==> config.mk <==
export PLATFORM = sky130hd
export DESIGN_NAME = dsm_top
export DESIGN_NICKNAME = d
export VERILOG_FILES = /design/src/dsm_top.v
export VERILOG_INCLUDE_DIRS = /design/src
export SDC_FILE = /design/constraint.sdc
export NUM_CORES = 1
export LEC_CHECK = 0
export BUFFER_PORTS_ARGS = -buffer_cell sky130_fd_sc_hd__buf_4
export CORE_MARGIN = 2
export CORE_UTILIZATION = 30
export DETAILED_ROUTE_END_ITERATION = 10
export MAX_ROUTING_LAYER = met4
export PLACE_DENSITY_LB_ADDON = 0.05
export SYNTH_ARGS = -nofsm -noshare
export SYNTH_HDL_FRONTEND = slang
export SYNTH_SLANG_ARGS = --single-unit
==> constraint.sdc <==
create_clock -name clk_sys_i -period 2.73 [get_ports clk_sys_i]
set_input_delay 0.273 -clock clk_sys_i [delete_from_list [all_inputs] [get_ports clk_sys_i]]
set_output_delay 0.273 -clock clk_sys_i [all_outputs]
set_load 0.1 [all_outputs]
==> src/dsm_regs.vh <==
// Register offsets, field positions and reset values of the monitor bank
`ifndef DSM_REGS_VH
`define DSM_REGS_VH
`define DSM_ADDR_TRACK_CLASS 16'h0516
`define DSM_ADDR_ACTION      16'h1c08
`define DSM_ADDR_STOP_ERR    16'h1c0a
`define DSM_ADDR_SAVED_WARN  16'h1c18
`define DSM_RST_TRACK_CLASS  16'h0003
`define DSM_RST_CLASS_OUT    2'h3
`define DSM_RST_ZERO         16'h0000
`define DSM_CLASS_MIN        16'h0001
`define DSM_CLASS_MAX        16'h0003
`define DSM_WARN_VALID_MASK  16'h7ff7
`define DSM_WARN_AUTO_MASK   16'h2c00
`define DSM_ACT_WARN         0
`define DSM_ACT_CLASS1       1
`define DSM_ACT_CLASS4       4
`define DSM_ACT_STANDSTILL   6
`define DSM_ACT_CW           7
`define DSM_ACT_CCW          8
`define DSM_ACT_PG_IDLE      11
`define DSM_ACT_PG_CONST     14
`define DSM_STANDSTILL_RPM   16'h0009
`endif

==> src/dsm_top.v <==
// Drive status monitor register bank: warnings, action word, fault class
//
// Behaviour
// - Saved warnings stick until fault clear
// - Bits 10, 11, 13 self-clear when gone
// - Saved warning word read-only, resets zero
// - Bits 0,1,2,4,5,6: general, temperatures, overloads
// - Bits 7,8,9,12,14: bus and encoder warnings
// - Bit 10 torque off, 11 undervoltage, 13 position
// - Action bits 0-4: warning, classes 1-4
// - Action bits 6-8: standstill, rotation direction
// - Action bits 11-14: profile generator phase
// - Last stop error number, read-only, zero
// - Tracking class 1..3, default 3, reject others
`timescale 1ns/10ps
`include "dsm_regs.vh"

// Register map, every word 16 bits wide:
//   tracking error class select  read/write, accepts 1..3 only
//   action word                  read-only, live drive status
//   last stop error number       read-only, latched on an event
//   saved warning word           read-only, sticky warning flags
//
// Access timing: a read or write strobe taken on a rising edge is
// answered one cycle later by an ack pulse with err beside it.
// Read data is registered and holds until the next read, so a
// slow master may pick it up late. Strobes may come every cycle.
//
// A read and a write strobed together count as a read only; the
// write is dropped rather than half applied.
//
// The action word read back is the registered copy, so it lags the
// live inputs by one cycle; read data holds the port value from before the taking edge, so the port may have moved on.
//
// Direction bits stay low inside the standstill band, so exactly
// one of standstill, clockwise and counter-clockwise is ever set.
//
// Warning inputs are live levels; the sticky word catches a warning
// that lasts a single cycle on any bit but 3, 10, 11, 13, 15, which a polling master would miss.
//
// Limitation: no ordering is kept between warnings; the word shows
// which occurred, not which came first.

module dsm_top #(
  parameter AW = 16                        // Parameter address width
) (
  input  wire          clk_sys_i,          // System clock, 10 MHz
  input  wire          rst_i,              // Async reset, active high
  // Parameter access port
  input  wire [AW-1:0] par_addr_i,         // Parameter address
  input  wire          par_wr_i,           // Write strobe
  input  wire          par_rd_i,           // Read strobe
  input  wire [15:0]   par_wdata_i,        // Write data
  output reg  [15:0]   par_rdata_o,        // Read data, registered
  output reg           par_ack_o,          // Access done pulse
  output reg           par_err_o,          // Rejected or unmapped
  // Monitor inputs
  input  wire [15:0]   warn_active_i,      // Live warning conditions
  input  wire          fault_clear_command_i, // Fault clear pulse
  input  wire [3:0]    err_class_active_i, // Other active classes 1..4
  input  wire [15:0]   speed_rpm_i,        // Signed actual speed
  input  wire [1:0]    pg_phase_i,         // 0 idle 1 dec 2 acc 3 const
  input  wire          stop_fault_i,       // Stop fault event pulse
  input  wire [15:0]   stop_fault_num_i,   // Its error number
  input  wire          track_err_i,        // Tracking error event pulse
  input  wire [15:0]   track_err_num_i,    // Tracking error number
  // Status outputs
  output reg  [1:0]    track_class_o,      // Configured class 1..3
  output reg  [15:0]   action_word_o       // Action word mirror
);

  reg  [15:0] saved_warning_word_q;        // Sticky warnings
  reg  [15:0] saved_warning_word_d;        // Next sticky word
  reg  [15:0] last_stop_error_number_q;    // Last stop fault number
  reg  [15:0] track_class_q;               // Tracking error class
  reg  [3:0]  track_class_hold_q;          // Tracking class flags held
  reg  [15:0] action_d;                    // Next action word
  reg  [15:0] speed_mag;                   // Speed magnitude
  wire        class_ok;                    // Write value in range
  wire        wr_class;                    // Write to class register
  wire [3:0]  track_class_bit;             // One-hot flag of the class

  assign class_ok = (par_wdata_i >= `DSM_CLASS_MIN) &&
                    (par_wdata_i <= `DSM_CLASS_MAX);
  // A read strobed in the same cycle wins, so the write is dropped
  assign wr_class = par_wr_i && !par_rd_i &&
                    (par_addr_i == `DSM_ADDR_TRACK_CLASS);
  // Class 1..3 maps to bit 0..2 of the held flags
  assign track_class_bit = 4'h1 << (track_class_q[1:0] - 2'h1);

  // Sticky warning update; a new warning beats a same-cycle clear
  always @* begin
    saved_warning_word_d = saved_warning_word_q;
    if (fault_clear_command_i) begin
      saved_warning_word_d = `DSM_RST_ZERO;
    end
    // Auto bits follow their live condition
    // so they drop the cycle after the condition goes
    saved_warning_word_d = (saved_warning_word_d &
                            ~`DSM_WARN_AUTO_MASK) |
                           (saved_warning_word_d &
                            warn_active_i &
                            `DSM_WARN_AUTO_MASK);
    // Set always wins; reserved bits 3, 15 stay zero
    // A warning present during a clear therefore survives it
    saved_warning_word_d = saved_warning_word_d |
      (warn_active_i & `DSM_WARN_VALID_MASK);
  end

  always @(posedge clk_sys_i or posedge rst_i) begin
    if (rst_i) begin
      saved_warning_word_q <= `DSM_RST_ZERO;
    end else begin
      saved_warning_word_q <= saved_warning_word_d;
    end
  end

  // Tracking-error class flag held until fault clear
  always @(posedge clk_sys_i or posedge rst_i) begin
    if (rst_i) begin
      track_class_hold_q <= 4'h0;                        // Nothing held
    end else if (track_err_i) begin
      // Event wins: a same-cycle clear drops only older flags
      if (fault_clear_command_i) begin
        track_class_hold_q <= track_class_bit;
      end else begin
        track_class_hold_q <= track_class_hold_q |
                              track_class_bit;
      end
    end else if (fault_clear_command_i) begin
      track_class_hold_q <= 4'h0;                        // Clear all flags
    end
  end

  // Last stop fault number; tracking error counts as a stop fault
  always @(posedge clk_sys_i or posedge rst_i) begin
    if (rst_i) begin
      last_stop_error_number_q <= `DSM_RST_ZERO;
    end else if (track_err_i) begin
      last_stop_error_number_q <= track_err_num_i;
    // Plain stop fault when no tracking error competes
    end else if (stop_fault_i) begin
      last_stop_error_number_q <= stop_fault_num_i;
    end
  end

  // Class select: out-of-range values leave the old class
  always @(posedge clk_sys_i or posedge rst_i) begin
    if (rst_i) begin
      track_class_q <= `DSM_RST_TRACK_CLASS;
    // Upper bits stay zero since only 1..3 is ever stored
    end else if (wr_class && class_ok) begin
      track_class_q <= par_wdata_i;
    end
  end

  // Action word assembly from live state
  always @* begin
    action_d = `DSM_RST_ZERO;
    // Two's complement magnitude; the sign bit picks direction
    speed_mag = speed_rpm_i[15] ? (~speed_rpm_i + 16'h0001) : speed_rpm_i;
    action_d[`DSM_ACT_WARN] = |warn_active_i;
    action_d[`DSM_ACT_CLASS4:`DSM_ACT_CLASS1] =
      err_class_active_i | track_class_hold_q;
    action_d[`DSM_ACT_STANDSTILL] =
      (speed_mag < `DSM_STANDSTILL_RPM);
    // Direction only outside the standstill band
    action_d[`DSM_ACT_CW]  = !speed_rpm_i[15] &&
                             (speed_mag >= `DSM_STANDSTILL_RPM);
    action_d[`DSM_ACT_CCW] = speed_rpm_i[15] &&
                             (speed_mag >= `DSM_STANDSTILL_RPM);
    // Profile phase decoded one-hot into bits 11..14
    action_d[`DSM_ACT_PG_CONST:`DSM_ACT_PG_IDLE] =
      4'h1 << pg_phase_i;
  end

  // Status ports registered so they come straight from flops
  always @(posedge clk_sys_i or posedge rst_i) begin
    if (rst_i) begin
      action_word_o <= `DSM_RST_ZERO;
      track_class_o <= `DSM_RST_CLASS_OUT;
    end else begin
      action_word_o <= action_d;
      track_class_o <= track_class_q[1:0];
    end
  end

  // Parameter access: one-cycle ack, read-only writes ignored
  always @(posedge clk_sys_i or posedge rst_i) begin
    if (rst_i) begin
      par_rdata_o <= `DSM_RST_ZERO;
      par_ack_o   <= 1'b0;
      par_err_o   <= 1'b0;
    end else begin
      // Every strobe earns exactly one ack pulse
      par_ack_o <= par_rd_i || par_wr_i;
      par_err_o <= 1'b0;
      if (par_rd_i) begin
        // Mapped words return contents; others read zero
        case (par_addr_i)
          `DSM_ADDR_TRACK_CLASS: par_rdata_o <= track_class_q;
          `DSM_ADDR_ACTION:      par_rdata_o <= action_word_o;
          `DSM_ADDR_STOP_ERR:    par_rdata_o <= last_stop_error_number_q;
          `DSM_ADDR_SAVED_WARN:  par_rdata_o <= saved_warning_word_q;
          default: begin
            par_rdata_o <= `DSM_RST_ZERO;
            par_err_o   <= 1'b1;
          end
        endcase
      end else if (par_wr_i) begin
        // Read-only targets keep contents, flagged as error
        if (wr_class) begin
          par_err_o <= !class_ok;
        end else begin
          par_err_o <= 1'b1;
        end
      end
    end
  end

endmodule

==> results of run 1 <==
-- report_power, final --
| part | leakage (nW) | internal [mW] | switching, mW |
|---|---|---|---|
| combinational | 1.35 | 0.171 | 0.240 |
| sequential | 1.05 | 1.29 | 0.0273 |
| clock | 0.144 | 0.649 | 0.517 |
-- cell families (layout without fill, tap and decap cells) --
group,Yosys count,count (layout),share of synthesized area
other,1,4,0.000957
buffers and inverters,36,179,0.0386
flip-flops,84,84,0.538
AO/OA/AOI/OAI,101,101,0.180
AND/OR/NAND/NOR,130,130,0.194
adder cells (fa/ha/maj),1,1,0.00319
multiplexers,17,17,0.0437
XOR/XNOR,1,1,0.00223
-- critical path: stages --
cell       delay (ps)
buf_4             140
or4_1             560
or4_1             560
o32a_1            240
a2111oi_4         420
and3_1            210
-- synth_stat cells (all sizes together), types with 2 or more instances --
cell     number  share of area
clkbuf       19          0.018
o21ai        32          0.041
nor4         17          0.029
nand3b        2         0.0038
dfstp         4          0.027
nor2b        34          0.054
o41ai         3         0.0067
o22ai         4         0.0064
or3           4         0.0064
nor4b         3         0.0083
a21o         11          0.021
nand2b        2         0.0032
a222oi       15          0.038
o2bb2ai       4         0.0089
nor2          7         0.0067
nand4b        2         0.0045
o21a          3         0.0057
o31ai         3         0.0057
a21oi        15          0.019
mux2i        16          0.041
or2           8          0.013
buf           6         0.0099
a31oi         4         0.0064
nand2        23          0.022
dfrtp        80           0.51
nand3         5         0.0064
and3          3         0.0048
nor3          9          0.011
inv          11          0.011
nand4         3         0.0048
or4           4         0.0077
-- sequential cells by signal, summed over array words and instances (netlist names) --
signal	count
action_word_o	12
last_stop_error_number_q	16
par_ack_o	1
par_err_o	1
par_rdata_o	16
saved_warning_word_q	16
track_class_hold_q	4
track_class_o	2
track_class_q	16
-- layer usage --
layer | vias to the layer above | global-route usage
li1 | 1660 | -
met1 | 1618 | 0.237
met2 | 131 | 0.271
met3 | 6 | 0.0415
met4 | 0 | 0.0392
met5 | - | -
-- stage by stage --
| step | util | instance area, um^2 |
|---|---|---|
| 6_report | 0.434 | 5500 |
| 5_1_grt | 0.434 | 5500 |
| 4_1_cts | 0.434 | 5500 |
| 3_5_place_dp | 0.412 | 5220 |
| 3_3_place_gp | 0.412 | 5220 |
| 2_1_floorplan | - | 3930 |
-- final cells by class --
cell class / instances / area (um^2) / area share
clock buffer: 10 / 239 / 0.0434
clock inverter: 6 / 45.0 / 0.00818
inverter: 11 / 42.5 / 0.00773
multi-input combinational: 254 / 1700 / 0.309
sequential: 84 / 2110 / 0.383
tap: 172 / 215 / 0.0391
timing repair buffer: 152 / 1150 / 0.210
-- how the worst min path moves through the flow --
stage                            startpoint                       end  slack [ps]  depth (start not counted)
after floorplan               pg_phase_i[0]         action_word_o[11]         330                          1
after global placement     track_class_q[1]          track_class_o[1]         390                          0
after detailed placement   track_class_q[1]          track_class_o[1]         390                          0
after CTS                             rst_i            par_rdata_o[1]          40                          2
after global routing      warn_active_i[13]  saved_warning_word_q[13]          40                          1
final                                 rst_i            par_rdata_o[1]          10                          2
==> metrics.cfg, run 1 <==
[timing]
post-route-period-util=0.779
fin_ws_ps=603
period_minus_slack_ps=2130
fmax_ghz=0.470
skew_ps=7.70
slew_headroom=0.470
finalSetupViolCount=0
tns_ps=0
worst_pin_slew_ps=790
timing.hold.ws_ps=11.4
rsz0062_at_grt=false
drv_slew=0
hold_viol=0

[detailed_routing]
postRouteAntennaNets=0
vias=3415
m1WireLength_mm=5.60
wl_met2_mm=5.52
drt-total-wl_mm=12.0
wire_per_inst_um=17.4
drcViolationCount=0
first_pass_iters=5
routed.top_layer=met4
avgViaCountPerCell=4.96
first_iter_violations=222
route.met3.wl_um=755

[floorplanning]
die_area_um2=14000
row_count=41
start_util=0.309
pin_count=145
coreArea_um2=12700
die_w_um=118
die_h_um=118

[worst_setup_path]
crit_arrival_ps=2400
endpoint_kind=register
cp-start-kind=input port
required_ps=3000
endpoint=action_word_o[6]
cp_max_fo=8
startpoint=speed_rpm_i[5]
critical_path_class=input port to register
r2r_start=last_stop_error_number_q[7]
r2r-end=par_rdata_o[7]
reg2reg_slack_ps=1620
worstRegToRegCells=2

[final_layout]
antenna_cells=0
drive_above_1_share=0.364
nNetsFinal=622
fillers=1242
fin_cells=689
final_cell_mix=151 x buf_4, 80 x dfrtp_1, 34 x nor2b_1
area_growth_pct=40.4
final_common_cell=buf_4

[synthesis]
yosys_warnings=0
synth.yosys.seq_area_share=0.538
syn_inst=371
synth.cell_area_um2=3920
ys_seq_elements=84
async_flop_share=1.00
synth-edff-count=0
syn_area_per_cell_um2=10.6
synthFlopType=dfrtp_1
synth.distinct_cells=51

[outcome]
outcome=finished clean

[clocking]
path_clk_slew_ps=70
clk-insertion-delay-late_ps=340
cts_hold_buf=0
clkSinkCount=84
cts_resized=0
cts.path.max_buffers=2
cts_max_level=3
cts_root_buffer=clkbuf_16
post_cts_buffers=0
cts_tree=yes
cts_buffers=9

[pwr]
leakage_nw=2.54
power_density_nw_per_um2=526
vdd_drop_max_v=0.000292
finalPower_mw=2.90

[placement]
routabilityCongestion=0.837
dp_slack_ps=291
placed_cells=673
hpwl_mm=8.65
portBuffers=140

[min_path]
hold_class=input port to asynchronous set/reset pin

[run]
maxCapViolations=0

[global_routing]
grt_pass1_wl_mm=18.9
antenna_found_initial=0
groute.usage.overall=0.176
grt_pass1_vias=3516
grt_max_degree=48
grt.overflow.total=0

Note: power is estimated with default switching activity, not from simulation.
==> inputs of run 2 (changes only) <==
==> constraint.sdc (replaced) <==
create_clock -name clk_sys_i -period 2.1 [get_ports clk_sys_i]
set_input_delay 0.21 -clock clk_sys_i [delete_from_list [all_inputs] [get_ports clk_sys_i]]
set_output_delay 0.21 -clock clk_sys_i [all_outputs]
set_load 0.1 [all_outputs]
==> run 2 against run 1 <==
  * The flow now finishes with violations (negative hold slack)
  * Final area up 3.1%
  * Final cell count increased by 2.5%
  * Combinational power up 35%
  * Worst setup slack got worse by 480 ps
  * Utilization is 1.4 points higher
  * Sequential share of layout area down 1.2 points
  * Non-clock buffer count increased by 17
  * Routed wire length is 0.15% higher
  * Critical endpoint is now action_word_o[8]
  * Largest cell class unchanged
  * Largest power group unchanged
  * Highest routed layer unchanged
==> metrics.cfg, run 2 (synthesis gave the netlist of run 1 again) <==
[outcome]
outcome=complete, but fails checks
violations=negative hold slack

[worst_setup_path]
cp_top_family=simple AND/OR/NAND/NOR gates
endpoint_kind=register
required_ps=2290
crit_arrival_ps=2170
critical_path_class=input port to register
cp_cell_sequence=buf_4 > or4_1 > or4_1 > o32a_1 > a2111oi_4 > a31oi_1
crit_top_cell=or4_1
cp_max_fo=3
cp_num_buf_inv=1
crit_slowest_cell=or4_1
cp-start-kind=input port
crit_path_max_incr_delay_ps=540

[min_path]
hold_class=input port to asynchronous set/reset pin

[global_routing]
grt_pass1_wl_mm=19.1
grt.overflow.total=0
antenna_found_initial=0
grt_pass1_vias=3461
groute.usage.overall=0.179
grt_max_degree=85

[floorplanning]
row_count=41
pin_count=145
die_w_um=118
die_h_um=118
die_area_um2=14000
start_util=0.309
coreArea_um2=12700

[pwr]
comb_power_share=0.143
swShare=0.255
power_density_nw_per_um2=681
power_frac_clock=0.413
p_switching_mw=0.987
seqPwrFrac=0.443
vdd_drop_max_v=0.000280
leakage_nw=2.63
finalPower_mw=3.87
p_int_mw=2.88

[timing]
slew_headroom=0.626
rsz0062_at_grt=false
skew_ps=6.21
finalSetupViolCount=0
worst_pin_slew_ps=561
period_minus_slack_ps=1980
timing.hold.ws_ps=-14.4
post-route-period-util=0.944
fmax_ghz=0.505
hold_viol=12
drv_slew=0

[final_layout]
final_common_cell=buf_4
antenna_cells=0
area_growth_pct=44.8
nNetsFinal=639
final_cell_mix=164 x buf_4, 80 x dfrtp_1, 34 x nor2b_1
drive_above_1_share=0.376
final_util=0.448

[clocking]
cts_resized=0
cts.path.max_buffers=2
clkSinkCount=84
cts_buffers=9
cts_max_level=3
clk-insertion-delay-late_ps=330
cts_hold_buf=3
post_cts_buffers=0
cts_tree=yes
path_clk_slew_ps=60
cts_root_buffer=clkbuf_16

[detailed_routing]
drt-total-wl_mm=12.0
avgViaCountPerCell=4.95
first_pass_iters=5
wire_per_inst_um=17.0
vias=3495
drcViolationCount=0
first_iter_violations=286
postRouteAntennaNets=0

[placement]
hpwl_mm=8.69
routabilityCongestion=0.827
portBuffers=140

[run]
maxCapViolations=0

-- run 2: cell types whose count changed in the layout (fill, tap and decap cells not counted), moves of 2 or more --
cell	previous run	this run
buf_4	151	164
clkbuf_1	0	2
clkinv_2	3	0
dlygate4sd3_1	0	3
inv_6	3	1
-- run 2: worst register-to-register path, delay by kind of cell, from the launching register on --
kind	cells	cell delay, ps
compound gates	2	580
flops	1	380
-- run 2: per-layer routing --
layer | routed length [um] | GRT usage | vias up
met4 | 157 | 0.0572 | 0
met5 | 0 | - | -
met1 | 5560 | 0.241 | 1659
li1 | - | - | 1704
met3 | 747 | 0.0347 | 12
met2 | 5530 | 0.270 | 120
-- run 2: power groups by stage --
stage / clock, mW / combinational (mW) / sequential, mW
4_1_cts: 1.64 / 0.563 / 1.71
3_5_place_dp: 0 / 0.557 / 1.74
6_report: 1.60 / 0.555 / 1.71
5_1_grt: 1.70 / 0.600 / 1.72
3_3_place_gp: 0 / 0.553 / 1.74
2_1_floorplan: 0 / 0.204 / 1.82
-- run 2: worst paths after layout --
path	slack (ps)	startpoint	cells after the start	endpoint
max	120	speed_rpm_i[5]	6	action_word_o[8]
min	-10	rst_i	3	action_word_o[13]
max reg2reg	1010	last_stop_error_number_q[8]	2	par_rdata_o[8]
min reg2reg	410	track_class_q[0]	0	track_class_o[0]
max in group asynchronous	1730	rst_i	3	track_class_o[0]
min in group clk_sys_i	40	pg_phase_i[0]	2	action_word_o[11]
-- run 2: stage by stage --
step	worst slack (ps)	TNS, ps	cells	area, um^2
2_1_floorplan	13.5	0	374	3940
3_3_place_gp	-186	-544	687	5340
3_5_place_dp	-230	-617	687	5340
4_1_cts	121	0	706	5680
5_1_grt	43.0	0	706	5680
6_report	119	0	706	5680
-- run 2: layout make-up --
class                   count  area (um^2)
multi-input cells         254         1710
clock inverters             4         56.3
repair buffers            169         1300
well taps                 172          215
inverters                  11         45.0
flip-flops and latches     84         2110
fillers                  1228         6990
clock buffers              12          246
==> inputs of run 3 (changes only) <==
==> constraint.sdc (replaced) <==
create_clock -name clk_sys_i -period 2.5 [get_ports clk_sys_i]
set_input_delay 0.25 -clock clk_sys_i [delete_from_list [all_inputs] [get_ports clk_sys_i]]
set_output_delay 0.25 -clock clk_sys_i [all_outputs]
set_load 0.1 [all_outputs]
==> run 3 against run 2 <==
  * The flow now finishes without violations
  * Clock power down 16%
  * Critical path type unchanged
  * Sequential share of layout area is 1.0 points higher
  * Utilization is 1.2 points lower
  * Total power decreased by 16%
  * Routed wire length is essentially flat
  * Via count increased by 0.17%
  * Worst hold slack better by 20 ps
  * First-iteration DRC count down 27%
  * Flip-flop and latch count is the same
  * Sequential power is 16% lower
  * Die area did not move
  * Highest routed layer unchanged
  * Clock skew barely moved
==> metrics.cfg, run 3 (synthesis gave the netlist of run 1 again) <==
[placement]
routabilityCongestion=0.801
hpwl_mm=8.74
portBuffers=140
placed_cells=674
dp_slack_ps=94.6

[floorplanning]
die_w_um=118
start_util=0.309
die_area_um2=14000
die_h_um=118
coreArea_um2=12700
pin_count=145
row_count=41

[global_routing]
groute.usage.overall=0.181
grt_pass1_wl_mm=19.1
antenna_found_initial=0
grt_pass1_vias=3549
grt_max_degree=46
grt.overflow.total=0

[worst_setup_path]
critical_path_class=input port to register
endpoint_kind=register
reg2reg_slack_ps=1390
cp-start-kind=input port
crit_arrival_ps=2260
required_ps=2700
r2r-end=par_rdata_o[7]
cp_max_fo=8
r2r_start=last_stop_error_number_q[7]
worstRegToRegCells=2

[timing]
worst_pin_slew_ps=718
slew_headroom=0.521
finalSetupViolCount=0
tns_ps=0
post-route-period-util=0.824
rsz0062_at_grt=false
hold_viol=0
drv_slew=0
skew_ps=5.94
fmax_ghz=0.485
period_minus_slack_ps=2060
fin_ws_ps=439

[run]
maxCapViolations=0

[final_layout]
final_util=0.436
final_cell_mix=152 x buf_4, 80 x dfrtp_1, 34 x nor2b_1
antenna_cells=0
area_growth_pct=41.0
drive_above_1_share=0.365
final_common_cell=buf_4
fin_cells=690
nNetsFinal=623

[clocking]
cts_resized=0
clk-insertion-delay-late_ps=340
cts_max_level=3
cts_buffers=9
clkSinkCount=84
cts_hold_buf=0
cts.path.max_buffers=2
post_cts_buffers=0
cts_tree=yes
cts_root_buffer=clkbuf_16
path_clk_slew_ps=70

[pwr]
power_density_nw_per_um2=586
leakage_nw=2.56
vdd_drop_max_v=0.000250
finalPower_mw=3.24

[detailed_routing]
wl_met2_mm=5.52
vias=3501
first_pass_iters=6
first_iter_violations=208
wire_per_inst_um=17.4
avgViaCountPerCell=5.07
postRouteAntennaNets=0
m1WireLength_mm=5.41
drt-total-wl_mm=12.0
routed.top_layer=met4
drcViolationCount=0
route.met3.wl_um=910

[outcome]
outcome=finished clean

[min_path]
hold_class=input port to asynchronous set/reset pin

[run 3: per-stage QoR]
step	hold slack (ps)	instance area [um^2]
finish	5.86	5530
detailed placement	379	5230
global route	18.7	5530
CTS	20.4	5530
global placement	376	5230
floorplan	311	3930
[run 3: critical path, cell delays in order]
cell       delay, ps
buf_4            140
or4_1            550
or4_1            550
o32a_1           230
a2111oi_4        400
a31oi_1          130
[run 3: worst max-delay path by stage]
stage / endpoint / slack, ps / cells after the start / startpoint
finish: action_word_o[7] / 440 / 6 / speed_rpm_i[5]
detailed placement: action_word_o[8] / 90 / 6 / speed_rpm_i[5]
floorplan: action_word_o[0] / 90 / 1 / rst_i
CTS: action_word_o[7] / 450 / 6 / speed_rpm_i[5]
global placement: action_word_o[6] / 140 / 6 / speed_rpm_i[5]
global route: action_word_o[8] / 300 / 7 / speed_rpm_i[5]
[run 3: area by class of cell]
type                            instances  area, um^2
Timing Repair Buffer                  153        1160
Tap cell                              172         215
Fill cell                            1257        7140
Sequential cell                        84        2110
Clock inverter                          7        73.8
Multi-Input combinational cell        254        1700
Clock buffer                            9         225
Inverter                               11        42.5
[run 3: routing by layer]
layer,vias up,track usage
met1,1695,0.237
met3,11,0.0449
met4,0,0.0572
li1,1665,-
met5,-,-
met2,130,0.274
[run 3: report_power, final]
group / leakage (nW) / internal (mW) / total (mW) / switching [mW]
Clock: 0.152 / 0.783 / 1.35 / 0.565
Sequential: 1.05 / 1.41 / 1.44 / 0.0302
Combinational: 1.35 / 0.187 / 0.450 / 0.263
